$ cat src/verilog/timer_defs.svh
`ifndef TIMER_DEFS_SVH
`define TIMER_DEFS_SVH

// Counter limits
`define COUNT_ZERO 16'h0000
`define COUNT_ONE 16'h0001
`define COUNT_FULL 16'hffff

// Edge/level select encodings
`define ELS_NONE 2'h0
`define ELS_TOGGLE 2'h1

// Prescaler shape
`define PRE_ONE 8'h01
`define PRE_STEP 7'h01

`endif

$ cat src/verilog/timer_pkg.sv
package timer_pkg;

  // Function that a channel performs
  typedef enum logic [2:0] {
    fn_off,
    fn_capture,
    fn_compare,
    fn_edge_pwm,
    fn_center_pwm
  } chan_fn_e;

endpackage : timer_pkg

$ cat src/verilog/timer_unit.sv
`timescale 1ns/100ps
`default_nettype none
`include "timer_defs.svh"

// Summary of operation
// RULE1 - Each channel picks capture, compare or edge PWM independently of the others.
// RULE2 - One global bit forces center-aligned PWM on all channels, other modes unavailable.
// RULE3 - During background debug all counting halts until normal operation resumes.
// RULE4 - In stop mode clocks halt, so the timer does nothing.
// RULE5 - In wait mode the timer keeps running as in run mode.
// RULE6 - Capture edge copies the counter into the channel value and sets the flag.
// RULE7 - Capture edge is rising, falling, either, or none which disables the channel.
// RULE8 - Compare match of counter and channel value sets flag and applies pin action.
// RULE9 - Compare action is clear, set, toggle, or leave pin untouched.
// RULE10 - Edge PWM period is modulo value plus one counter ticks.
// RULE11 - Edge PWM duty comes from channel value; polarity chosen per channel.
// RULE12 - Edge PWM raises flags at period end and at the duty transition.
// RULE13 - Edge PWM leading edges of all channels align to the shared period start.
// RULE14 - Center PWM period is twice modulo; channel value sets half active time.
// RULE15 - Center PWM counter counts up to modulo, then down to zero, repeating.
// RULE16 - Center PWM goes active on down-count match, inactive on up-count match.
// RULE17 - Modulo of all zeros or all ones gives a free-running full-range counter.
// RULE18 - Counter reads never disturb counting.
// RULE19 - Any write to the counter resets it regardless of data.
// RULE20 - With no timer function enabled, pin control returns to the port logic.
// RULE21 - After reset no function is enabled; all pins are under port control.
// RULE22 - Channel count is a build parameter from one to eight, one pin each.
// RULE23 - External count clock is synchronised; source at most a quarter bus rate.
// RULE24 - Capture inputs are synchronised; pulses must last four bus clocks.
// RULE25 - High-true edge PWM sets pin at count zero, clears on match; low-true inverts.
// RULE26 - Channel flags stay set until cleared; request only when interrupt enabled.
module timer_unit #(
  parameter int CHANNELS = 2
) (
  input wire logic clk,
  input wire logic rst_b,
  input wire logic timer_enable,
  input wire logic ext_clk_select,
  input wire logic [2:0] prescale,
  input wire logic center_mode_select,
  input wire logic background_debug_mode,
  input wire logic [15:0] modulo_value,
  input wire logic count_write,
  input wire logic external_count_clock,
  input wire logic overflow_clear,
  input wire logic overflow_int_enable,
  input wire logic [2*CHANNELS-1:0] mode_select,
  input wire logic [2*CHANNELS-1:0] edge_level_select,
  input wire logic [CHANNELS-1:0] channel_value_wr,
  input wire logic [16*CHANNELS-1:0] channel_value_in,
  input wire logic [CHANNELS-1:0] flag_clear,
  input wire logic [CHANNELS-1:0] channel_int_enable,
  input wire logic [CHANNELS-1:0] channel_pin_in,
  output logic [15:0] timer_count,
  output logic overflow_flag,
  output logic overflow_request,
  output logic [16*CHANNELS-1:0] channel_value,
  output logic [CHANNELS-1:0] channel_flag,
  output logic [CHANNELS-1:0] channel_request,
  output logic [CHANNELS-1:0] channel_owns_pin,
  output logic [CHANNELS-1:0] channel_pin_out,
  output logic [CHANNELS-1:0] channel_pin_oe
);

  logic [15:0] count_reg;
  logic [15:0] count_next;
  logic down_reg;
  logic down_next;
  logic [6:0] pre_reg;
  logic ovf_reg;
  logic ovf_req_reg;
  logic [15:0] cv_reg [CHANNELS];
  logic [CHANNELS-1:0] flag_reg;
  logic [CHANNELS-1:0] req_reg;
  logic [CHANNELS-1:0] owns_reg;
  logic [CHANNELS-1:0] oe_reg;
  logic [CHANNELS-1:0] pin_reg;
  wire [15:0] cv_next [CHANNELS];
  wire [CHANNELS-1:0] pin_next;
  wire [CHANNELS-1:0] set_ev;
  wire [CHANNELS-1:0] cap_ev;
  wire [CHANNELS-1:0] match_ev;
  wire [CHANNELS-1:0] on_next;
  wire [CHANNELS-1:0] oe_next;
  wire [CHANNELS-1:0] flag_next;
  wire ext_rise;

  // External count clock through the bus-clock synchroniser
  input_sync u_ext_sync (  // see RULE23
    .clk(clk),
    .rst_b(rst_b),
    .async_in(external_count_clock),
    .rise(ext_rise),
    .fall()
  );

  // Count limit and prescaler decode
  wire free_run = (modulo_value == `COUNT_ZERO) || (modulo_value == `COUNT_FULL);  // see RULE17
  wire [15:0] top = free_run ? `COUNT_FULL : modulo_value;
  wire at_top = (count_reg == top);
  wire at_zero = (count_reg == `COUNT_ZERO);
  wire src_tick = ext_clk_select ? ext_rise : 1'b1;
  wire [7:0] pre_span = `PRE_ONE << prescale;
  wire [6:0] pre_mask = pre_span[6:0] - `PRE_STEP;
  // No wait input: wait mode counts exactly as run mode (see RULE5)
  wire run = timer_enable && !background_debug_mode;  // see RULE3
  wire src_step = run && src_tick;
  wire tick = src_step && ((pre_reg & pre_mask) == pre_mask) && !count_write;  // see RULE19
  wire period_end = tick && at_top;  // see RULE12
  wire period_start = period_end && !center_mode_select;  // see RULE13

  // Counter next value, up or up/down
  always_comb begin
    count_next = count_reg;
    down_next = down_reg;
    if (count_write) begin
      count_next = `COUNT_ZERO;  // see RULE19
      down_next = 1'b0;
    end else if (tick) begin
      if (!center_mode_select) begin
        count_next = at_top ? `COUNT_ZERO : count_reg + `COUNT_ONE;  // see RULE10
        down_next = 1'b0;
      end else if (down_reg) begin
        if (at_zero) begin
          down_next = 1'b0;  // see RULE15
          count_next = count_reg + `COUNT_ONE;
        end else begin
          count_next = count_reg - `COUNT_ONE;
        end
      end else if (at_top) begin
        down_next = 1'b1;  // see RULE14
        count_next = count_reg - `COUNT_ONE;
      end else begin
        count_next = count_reg + `COUNT_ONE;
      end
    end
  end

  // Counter, direction and prescaler; a stopped clock freezes all of it (see RULE4)
  always_ff @(posedge clk) begin
    if (!rst_b) begin
      count_reg <= `COUNT_ZERO;
      down_reg <= 1'b0;
      pre_reg <= 7'h00;
    end else begin
      count_reg <= count_next;
      down_reg <= down_next;
      if (count_write) begin
        pre_reg <= 7'h00;
      end else if (src_step) begin
        pre_reg <= pre_reg + `PRE_STEP;
      end
    end
  end

  // Per-channel function, events and pin action
  for (genvar i = 0; i < CHANNELS; i++) begin : g_ch  // see RULE22
    wire [1:0] els = edge_level_select[2*i+:2];
    wire [1:0] ms = mode_select[2*i+:2];
    wire on = timer_enable && (els != `ELS_NONE);  // see RULE7
    wire rise;
    wire fall;
    timer_pkg::chan_fn_e fn;
    logic pin_n;

    input_sync u_pin_sync (  // see RULE24
      .clk(clk),
      .rst_b(rst_b),
      .async_in(channel_pin_in[i]),
      .rise(rise),
      .fall(fall)
    );

    // Mode decode: the global center bit overrides per-channel modes
    assign fn = !on ? timer_pkg::fn_off :
                center_mode_select ? timer_pkg::fn_center_pwm :  // see RULE2
                ms[1] ? timer_pkg::fn_edge_pwm :  // see RULE1
                ms[0] ? timer_pkg::fn_compare : timer_pkg::fn_capture;

    // Edge selection: low bit rising, high bit falling
    assign cap_ev[i] = (fn == timer_pkg::fn_capture) && ((els[0] && rise) || (els[1] && fall));
    assign match_ev[i] = tick && (count_next == cv_reg[i]);
    assign set_ev[i] = cap_ev[i] || (match_ev[i] && (fn != timer_pkg::fn_capture) &&
                       (fn != timer_pkg::fn_off));  // see RULE8
    assign cv_next[i] = cap_ev[i] ? count_reg :  // see RULE6
                        channel_value_wr[i] ? channel_value_in[16*i+:16] : cv_reg[i];
    assign on_next[i] = on;  // see RULE20
    assign oe_next[i] = on && (fn != timer_pkg::fn_capture);

    // Pin action for each output mode
    always_comb begin
      pin_n = pin_reg[i];
      case (fn)
        timer_pkg::fn_compare: begin
          if (match_ev[i]) begin
            pin_n = (els == `ELS_TOGGLE) ? !pin_reg[i] : els[0];  // see RULE9
          end
        end
        timer_pkg::fn_edge_pwm: begin
          if (match_ev[i]) begin
            pin_n = els[0];  // see RULE11
          end else if (period_start) begin
            pin_n = !els[0];  // see RULE25
          end
        end
        timer_pkg::fn_center_pwm: begin
          if (match_ev[i]) begin
            pin_n = down_next ? !els[0] : els[0];  // see RULE16
          end
        end
        default: begin
          pin_n = pin_reg[i];
        end
      endcase
    end
    assign pin_next[i] = pin_n;
    assign channel_value[16*i+:16] = cv_reg[i];
  end

  // Sticky flags: a new event beats a clear in the same cycle
  assign flag_next = set_ev | (flag_reg & ~flag_clear);  // see RULE26
  wire ovf_next = period_end || (ovf_reg && !overflow_clear);

  // Channel state registers
  always_ff @(posedge clk) begin
    if (!rst_b) begin
      flag_reg <= '0;
      req_reg <= '0;
      owns_reg <= '0;  // see RULE21
      oe_reg <= '0;
      pin_reg <= '0;
      ovf_reg <= 1'b0;
      ovf_req_reg <= 1'b0;
      for (int k = 0; k < CHANNELS; k++) begin
        cv_reg[k] <= `COUNT_ZERO;
      end
    end else begin
      flag_reg <= flag_next;
      req_reg <= flag_next & channel_int_enable;  // see RULE26
      owns_reg <= on_next;
      oe_reg <= oe_next;
      pin_reg <= pin_next;
      ovf_reg <= ovf_next;
      ovf_req_reg <= ovf_next && overflow_int_enable;
      for (int k = 0; k < CHANNELS; k++) begin
        cv_reg[k] <= cv_next[k];
      end
    end
  end

  // Outputs straight from registers; counter reads have no side effect
  assign timer_count = count_reg;  // see RULE18
  assign overflow_flag = ovf_reg;
  assign overflow_request = ovf_req_reg;
  assign channel_flag = flag_reg;
  assign channel_request = req_reg;
  assign channel_owns_pin = owns_reg;
  assign channel_pin_oe = oe_reg;
  assign channel_pin_out = pin_reg;
endmodule : timer_unit

`default_nettype wire

$ cat src/verilog/input_sync.sv
`timescale 1ns/100ps
`default_nettype none

module input_sync (
  input wire logic clk,
  input wire logic rst_b,
  input wire logic async_in,
  output logic rise,
  output logic fall
);

  logic meta_reg;
  logic sync_reg;
  logic last_reg;

  // Two-stage synchroniser plus a history stage for edge detection
  always_ff @(posedge clk) begin
    if (!rst_b) begin
      meta_reg <= 1'b0;
      sync_reg <= 1'b0;
      last_reg <= 1'b0;
    end else begin
      meta_reg <= async_in;
      sync_reg <= meta_reg;
      last_reg <= sync_reg;
    end
  end

  // Edges are seen only on settled samples
  assign rise = sync_reg && !last_reg;
  assign fall = !sync_reg && last_reg;

endmodule : input_sync

`default_nettype wire

$ cat config.mk
export PLATFORM = sky130hd
export DESIGN_NAME = timer_unit
export DESIGN_NICKNAME = d
export VERILOG_FILES = /design/src/verilog/timer_pkg.sv /design/src/verilog/timer_unit.sv /design/src/verilog/input_sync.sv
export VERILOG_INCLUDE_DIRS = /design/src /design/src/verilog
export SDC_FILE = /design/constraint.sdc
export NUM_CORES = 1
export LEC_CHECK = 0
export ABC_CLOCK_PERIOD_IN_PS = 7200
export BUFFER_PORTS_ARGS = -buffer_cell sky130_fd_sc_hd__buf_2
export CORE_MARGIN = 5
export CORE_UTILIZATION = 45
export CTS_CLUSTER_SIZE = 25
export DETAILED_ROUTE_END_ITERATION = 7
export GPL_TIMING_DRIVEN = 0
export HOLD_SLACK_MARGIN = 0.03
export PLACE_DENSITY = 0.66
export SETUP_SLACK_MARGIN = 0.4
export SLEW_MARGIN = 20
export SYNTH_ARGS = -nofsm -noshare
export SYNTH_HDL_FRONTEND = slang
export SYNTH_SLANG_ARGS = --single-unit
$ cat constraint.sdc
create_clock -name clk -period 7.2 [get_ports clk]
set_clock_uncertainty 0.1 [all_clocks]
set_input_delay 0.72 -clock clk [delete_from_list [all_inputs] [get_ports clk]]
set_output_delay 0.72 -clock clk [all_outputs]
set_load 0.01 [all_outputs]
# Word level (Yosys, flattened, before mapping)
# Memories as Yosys holds them, arrays and structs flattened.
# Index checks and enable logic that the tools add are counted.
# Widths: inputs -> output; s select.
[totals]
n_memories = 1
in_bits = 77
ram_bits = 32
register_bits = 45
wordCells = 161
[op_classes]
add_sub_neg = 4
mux = 45
n_eq_ne = 23
n_reduce_logical = 59
bitwise_logic = 8
shift = 1
[memory_table]
columns = ["name", "depth", "word_bits", "rd", "rd_ports_with_merged_regs", "write_ports", "line_no", "text"]
rows = [
  ["cv_reg", 2, 16, 2, 0, 2, "timer_unit.sv:72", "logic [15:0] cv_reg [CHANNELS];"],
]
[ops]
columns = ["op", "count"]
rows = [
  ["$mux 16", 14],
  ["$eq 16x16->1", 3],
  ["$logic_not 16->1", 2],
  ["$logic_and 1x1->1", 29],
  ["$mux 1", 21],
  ["$add 16x1->16 const B", 1],
  ["$eq 16x16->1 const B", 1],
  ["$sub 16x1->16 const B", 1],
  ["$logic_not 1->1", 13],
  ["$eq 3x2->1 const B", 4],
  ["$mux 3", 4],
  ["$reduce_bool 3->1", 4],
  ["$mux 2", 4],
  ["$ne 2x2->1 const B", 4],
  ["$reduce_and 4->1", 2],
  ["$add 7x1->7 const B", 1],
  ["$and 7x7->7", 1],
  ["$eq 7x7->1", 1],
  ["$shl 1x3->7 const A", 1],
  ["$sub 7x1->7 const B", 1],
  ["$eq 3x1->1 const B", 2],
  ["$eq 3x3->1 const B", 2],
  ["$logic_or 1x1->1", 6],
  ["$ne 3x1->1 const B", 2],
  ["other kinds (10)", 16],
]

# Longest topological paths before layout
# Gate-level depths: netlist of the first run.
[logic_depth]
word_depth = 16
depth_mapped = 18
ltp_nobuf = 15

# Cells and area by module
# From an unflattened synthesis of the first run, not the netlist that was laid out.
[hier_totals]
cells_unflattened = 817
hier_area_um2 = 6104.6
[modules_own_cells]
columns = ["mod", "area_each_um2", "seq_area_each_um2", "cells_each", "n_inst"]
rows = [
  ["timer_unit", 5830.6, 1361.3, 793, 1],
  ["input_sync", 91.3, 60.1, 8, 3],
]

# Least setup slack after synthesis of the first run
# No wires, ideal clock.
[synth_timing]
path_type = "input to register"
startpoint = "in prescale[1]"
endpoint = "reg flag_reg[0], in the netlist channel_flag[0]"
arrival_ps = 4834
setup_slack_ps = 2196
required_ps = 7030
n_path_buf = 2
cell_stages = 15
setup_ps = 70
cell_sequence = "clkbuf_1 > or3_1 > ha_1 > or4bb_1 > a31oi_1 > a311oi_4 > nand2_4 > clkbuf_1 > a21oi_1 > a2111oi_0 > xnor2_1 > nand2_1 > or4_1 > or4_1 > a21oi_1"
[synth_between]
elab_chain_len = 14
[synth_rtl]
columns = ["item", "line_no", "text"]
rows = [
  ["start, declared", "timer_unit.sv:39", "input wire logic [2:0] prescale,"],
  ["$shl 1x3->7 (no source line) *", "--", ""],
  ["$sub 7x1->7 (no source line) *", "--", ""],
  ["$and 7x7->7", "timer_unit.sv:108", "wire tick = src_step && ((pre_reg & pre_mask) == pre_mask) && !count_write;"],
  ["$eq 7x7->1 *", "timer_unit.sv:108", ""],
  ["$logic_and 1x1->1 * (2 in a row)", "timer_unit.sv:108", ""],
  ["$mux 16", "timer_unit.sv:119", "end else if (tick) begin"],
  ["$mux 16", "timer_unit.sv:116", "if (count_write) begin"],
  ["$eq 16x16->1", "timer_unit.sv:182", "assign match_ev[i] = tick && (count_next == cv_reg[i]);"],
  ["$logic_and 1x1->1 *", "timer_unit.sv:182", ""],
  ["$logic_and 1x1->1 * (2 in a row)", "timer_unit.sv:183", "assign set_ev[i] = cap_ev[i] || (match_ev[i] && (fn != timer_pkg::fn_capture) &&"],
  ["$logic_or 1x1->1 *", "timer_unit.sv:183", ""],
  ["$or 2x2->2 *", "timer_unit.sv:221", "assign flag_next = set_ev | (flag_reg & ~flag_clear);"],
  ["end signal, assigned", "timer_unit.sv:238", "flag_reg <= flag_next;"],
  ["end, declared", "timer_unit.sv:73", "logic [CHANNELS-1:0] flag_reg;"],
]
# Mark *: on every way between the ends. The rest lies on a longest branch, timed or not.
# A chain may end at the register's enable or synchronous reset.

# Final worst setup path of the first run
# Same ends and word-level chain as after synthesis.

==> impl_metrics.toml, run 1 <==
[status]
status = "completed"

[die]
start_util_pct = 45.5
core_area_um2 = 12500
die_w_um = 122
rows = 41
die_height_um = 122
io-pin-count = 137
die_area_um2 = 15000

[synthesis]
yosysUniqueCellTypes = 79
synthTopCellsByArea = "dfxtp_1 (27%), mux2i_1 (5.5%), nor2_1 (5.1%)"
synth-async-reset-ratio_pct = 0
yosysMostFrequentCell = "nor2_1"
synth_seq_area_share_pct = 27.1
dominantRegCellSynth = "dfxtp_1"
syn_nets = 818
synth-edff-count = 0
postSynthCellCount = 737
synth_top_area_share_pct = 27.1
mappedNetlistArea_um2 = 5690
syn_avg_cell_area_um2 = 7.72
yosysTopAreaCell = "dfxtp_1"
synthTopCellsByCount = "nor2_1 (78), dfxtp_1 (77), nand2_1 (59)"
synth_warnings = 0
synth-seq-cells = 77

[routing]
via_per_inst = 6.31
vias = 6674
drt-wirelength-per-cell_um = 22.6
ant_nets = 0
drc = 0
routed_wl_mm = 23.9
dr.pass1.iters = 8
drtIter0Drc = 708

[clocking]
cts_resized = 0
cts_hold_buf = 0
clock_sinks = 77
clkLatencyLatePin_ps = 340
clock-root-buffer = "clkbuf_16"
htreeDepth = 3
clk_path_buf_depth = 2
cts_tree = "done"
clkTransAtPathRegs_ps = 60
cts_buffers = 9
postCtsSetupBuffers = 0

[placed_design]
pre_cts_ws_ps = 1280
io_buffers = 132
hpwl_mm = 18.1
dpl-instance-area_um2 = 6570
dp_cells = 1042
routabilityCongestion = 0.996

[finish]
stdcell_count = 1058
area_growth_pct = 21.1
antennaDiodeCount = 0
nNetsFinal = 962
fin_area_um2 = 6890
largest_register_ffs = 32
multi_input_area_um2 = 3830
drive_above_1_share_pct = 20.2
num-fill-cells = 1259
seq_area_um2 = 1540

[power_and_ir_drop]
p_per_area_nw_per_um2 = 159
peakVddDrop_v = 0.000115
switchingPower_uw = 289
p_leak_uw = 0.00295
seqPwrFrac_pct = 41.7
p_clk_share_pct = 45.3
p_int_uw = 806
switching_share_pct = 26.4
total_power_uw = 1100
combPwrFrac_pct = 13.1

[sta]
fmax_mhz = 177
fin_crit_sh_pct = 78.5
finalSetupViolCount = 0
slew_viol_final = 0
setup_slack_ps = 1550
tightestPinTransition_ps = 1000
fin_tns_setup_ps = 0
slew-limit-headroom_pct = 32.9
hold_viol = 0
rsz0062_at_grt = "false"
finalCriticalPeriod_ps = 5650

[critical_path]
cp.required_ps = 7360
critical_path_class = "in2reg"
reg2reg_slack_ps = 1720
crit_path_max_fanout = 10
cp.arrival_ps = 5810
endpoint_kind = "flip-flop"
cp-start-kind = "input pin"

[global_route]
grt_pass1_vias = 6495
grt_usage_pct = 31.2
gr-total-overflow = 0
grt_max_degree = 14
grt_pass1_wl_mm = 35.8
antenna_found_initial = 0

[worst_hold_path]
hold_class = "reg2reg"

[flow_run]
cap_violations = 0
-- layer usage --
metal	vias to the layer above	GRT usage (%)	routed length, um
li1	3040	-	-
met1	3142	40.6	9940
met2	417	49.8	10700
met3	75	6.36	2340
met4	0	14.3	945
met5	-	0	0
-- power groups by stage --
stage | clock network, uW | logic [uW] | registers (uW)
floorplan | 0 | 71.9 | 466
global placement | 0 | 137 | 465
detailed placement | 0 | 140 | 465
CTS | 498 | 141 | 456
global route | 514 | 156 | 458
finish | 496 | 143 | 456
-- kinds of logic after synthesis --
group                      count (synthesis)  synth area share (%)
DFF                                       77                  27.1
muxes                                     32                  5.65
and+or+nand+nor                          291                  27.1
AOI/OAI and AO/OA                        208                  26.1
adders and majority gates                  4                 0.880
buffers and inverters                     76                  5.69
xor gates and xnor gates                  49                  7.54
-- cell usage in the layout, fill, tap and decap left out, types with 4 or more instances in the layout --
master | synthesis | routed
nor2_1 | 78 | 78
nand4_1 | 17 | 17
a2111o_1 | 4 | 4
and3_1 | 7 | 7
or3_1 | 15 | 15
and4_1 | 7 | 7
nand3_1 | 17 | 17
o211ai_1 | 15 | 15
nor3b_1 | 4 | 4
or2_2 | 4 | 4
nand2b_1 | 6 | 6
nor3_1 | 20 | 20
o31ai_1 | 9 | 9
a21oi_1 | 41 | 41
xor2_1 | 26 | 26
o21ai_0 | 32 | 32
inv_1 | 18 | 18
clkbuf_1 | 39 | 41
xnor2_1 | 23 | 23
clkbuf_16 | 0 | 9
o31a_1 | 4 | 4
a31oi_1 | 9 | 9
o221ai_1 | 12 | 12
dfxtp_1 | 77 | 77
or4_1 | 6 | 6
buf_2 | 10 | 142
mux2i_1 | 31 | 31
ha_1 | 4 | 4
nor2b_1 | 4 | 4
nor4_1 | 8 | 8
and2_1 | 19 | 19
buf_1 | 3 | 4
a211oi_1 | 34 | 34
nand2_1 | 59 | 59
-- cell type report --
type | instances | share of cell area [%]
buffer | 56 | 3.61
tap | 172 | 3.12
multi-input combinational | 584 | 55.5
timing repair buffer | 133 | 9.64
clock buffer | 11 | 3.38
sequential | 77 | 22.4
inverter | 20 | 1.09
clock inverter | 5 | 1.23
-- stage by stage --
step	hold slack, ps	util, %
final	336	55.0
after detailed placement	326	52.5
after floorplan	312	-
after CTS	338	55.0
after global placement	315	52.5
after global routing	364	55.0
-- path summary, 6_finish.rpt --
path | endpoint | cells past startpoint | startpoint
setup / recovery | channel_flag[0] | 18 | prescale[1]
hold reg to reg | g_ch[0].u_pin_sync.sync_reg | 1 | g_ch[0].u_pin_sync.meta_reg
hold / removal | g_ch[0].u_pin_sync.sync_reg | 1 | g_ch[0].u_pin_sync.meta_reg
setup reg to reg | channel_flag[0] | 16 | timer_count[0]
-- worst max-delay path, stage by stage --
cell,delay [ps]
buf_2,100
clkbuf_1,180
or3_1,450
ha_1,310
nor2_1,50
a2111o_1,450
a311oi_4,480
and2_1,210
buf_6,150
clkbuf_1,470
nand2_1,140
xnor2_1,160
o2bb2ai_1,180
and2_1,250
a211o_1,310
or4_1,490
or4_1,550
a21oi_1,160
Note: power is estimated with default switching activity, not from simulation.
==> run 2: changes to the inputs <==
ABC_CLOCK_PERIOD_IN_PS = 4600   (was 7200)
PLACE_DENSITY = 0.69   (was 0.66)
clock period = 4.6 ns   (was 7.2 ns; I/O delays follow)
==> run 2 against run 1 <==
Worst setup slack got worse by 1500 ps. Routed wire length down 1.8%. Via count rose by 1.9%. Count of clock-buffer cells in the layout unchanged. Sequential share of layout area shrank 1.9 points. Cell area rose by 9.5%. Die area unchanged. Worst hold slack got worse by 130 ps. Combinational power up 64%. Non-clock buffer count increased by 26. Critical path depth down 1. Highest routed layer unchanged.
==> impl_metrics.toml, run 2 (synthesis results as in run 1) <==
[clocking]
clk_path_buf_depth = 2
htreeDepth = 3
cts_buffers = 9
cts_tree = "done"
clkTransAtPathRegs_ps = 60
clock-root-buffer = "clkbuf_16"
clkLatencyLatePin_ps = 350
cts_hold_buf = 0
clock_sinks = 77

[routing]
drc = 0
vias = 6801
highest_layer = "met4"
route.met2.wl_mm = 10.0
route.met3.wl_mm = 2.67
drt-wirelength-per-cell_um = 21.7
dr.pass1.iters = 7
via_per_inst = 6.27
ant_nets = 0
routed_wl_mm = 23.5
wirelength_met1_mm = 9.59
drtIter0Drc = 725

[sta]
slew-limit-headroom_pct = 49.0
fin_crit_sh_pct = 99.4
finalCriticalPeriod_ps = 4570
rsz0062_at_grt = "true"
finalSetupViolCount = 0
tightestPinTransition_ps = 766
fmax_mhz = 219
hold_viol = 0
slew_viol_final = 0

[die]
die_height_um = 122
start_util_pct = 45.5
rows = 41
io-pin-count = 137
core_area_um2 = 12500
die_w_um = 122
die_area_um2 = 15000

[status]
status = "completed"

[worst_hold_path]
min_delay_path_depth = 2
hold_class = "in2reg"

[finish]
antennaDiodeCount = 0
final_core_util_pct = 60.3
largest_register_ffs = 32
drive_above_1_share_pct = 29.2
area_growth_pct = 32.6
nNetsFinal = 988
stdcell_count = 1084
layout_common_cells = "buf_2 (140), dfxtp_1 (75), nor2_1 (73), nand2_1 (58)"
final_common_cell = "buf_2"

[critical_path]
cp.arrival_ps = 4760
rr_worst_depth = 15
endpoint_kind = "flip-flop"
crit_path_max_fanout = 7
cp-start-kind = "input pin"
critical_path_class = "in2reg"
cp.required_ps = 4790

[placed_design]
routabilityCongestion = 1.03
dp_cells = 1041
io_buffers = 132
hpwl_mm = 17.1

[power_and_ir_drop]
p_leak_uw = 0.00323
p_per_area_nw_per_um2 = 231
peakVddDrop_v = 0.000254
total_power_uw = 1740

[global_route]
grt_pass1_vias = 6203
grt_pass1_wl_mm = 35.1
grt_max_degree = 14
gr-total-overflow = 0
grt_usage_pct = 30.7
antenna_found_initial = 0

[flow_run]
cap_violations = 0
-- run 2: changes by cell type in the layout (fill, tap and decap cells not counted), moves of 4 or more --
cell	change
buf_6	+6
a21oi_1	-9
buf_4	+23
clkbuf_1	-10
a21oi_2	+7
or4_1	-4
nor2_1	-5
or4_4	+4
-- run 2: layer usage --
| layer | vias to the layer above | track usage [%] |
|---|---|---|
| li1 | 3093 | - |
| met5 | - | 0 |
| met3 | 96 | 7.79 |
| met1 | 3163 | 40.9 |
| met4 | 0 | 15.3 |
| met2 | 449 | 46.1 |
-- run 2: worst paths after layout --
path / to / start / slack (ps)
hold / removal: overflow_request / overflow_int_enable / 200
hold reg to reg: g_ch[0].u_pin_sync.sync_reg / g_ch[0].u_pin_sync.meta_reg / 330
setup / recovery: channel_flag[0] / prescale[1] / 30
setup reg to reg: channel_flag[0] / timer_count[0] / 40
-- run 2: power breakdown --
part / internal [uW] / switching [uW] / leakage [uW]
Combinational: 104 / 130 / 0.00244
Sequential: 689 / 23.4 / 0.000630
Clock: 492 / 301 / 0.000160
Total: 1290 / 455 / 0.00323
-- run 2: area by class of cell --
| cell class | count | area (um^2) |
|---|---|---|
| sequential | 77 | 1550 |
| multi-input combinational | 584 | 4150 |
| tap | 172 | 215 |
| buffer | 56 | 339 |
| fill | 1179 | 4970 |
| clock buffer | 11 | 243 |
| clock inverter | 5 | 82.6 |
| timing repair buffer | 159 | 896 |
| inverter | 20 | 75.1 |
-- run 2: per-stage QoR --
| stage | area, um^2 | worst slack [ps] | hold slack (ps) | setup TNS [ps] |
|---|---|---|---|---|
| finish | 7540 | 26.1 | 204 | 0 |
| global route | 7540 | -60.2 | 221 | -116 |
| CTS | 7310 | 59.9 | 205 | 0 |
| detailed placement | 6640 | -558 | 321 | -1870 |
| global placement | 6640 | -559 | 313 | -2670 |
| floorplan | 5760 | 89.4 | 312 | 0 |
-- run 2: worst max-delay path, cell delays in order --
cell and delay, ps:
buf_6 100, buf_8 110, or3_4 390, ha_4 280, nor2_2 30, a2111o_1 440, a311oi_4 310, and2_1 190
buf_6 150, a21oi_2 60, a31oi_1 230, o211ai_1 120, a311o_1 280, or4_4 490, or4_4 460, or4_4 520
a21oi_2 140
-- run 2: what timing repair did --
item,in CTS,in global routing
setup endpoints to repair,6,6
buffers inserted,14,11
resized for setup,53,37
gates cloned,1,1
pin swaps,26,27
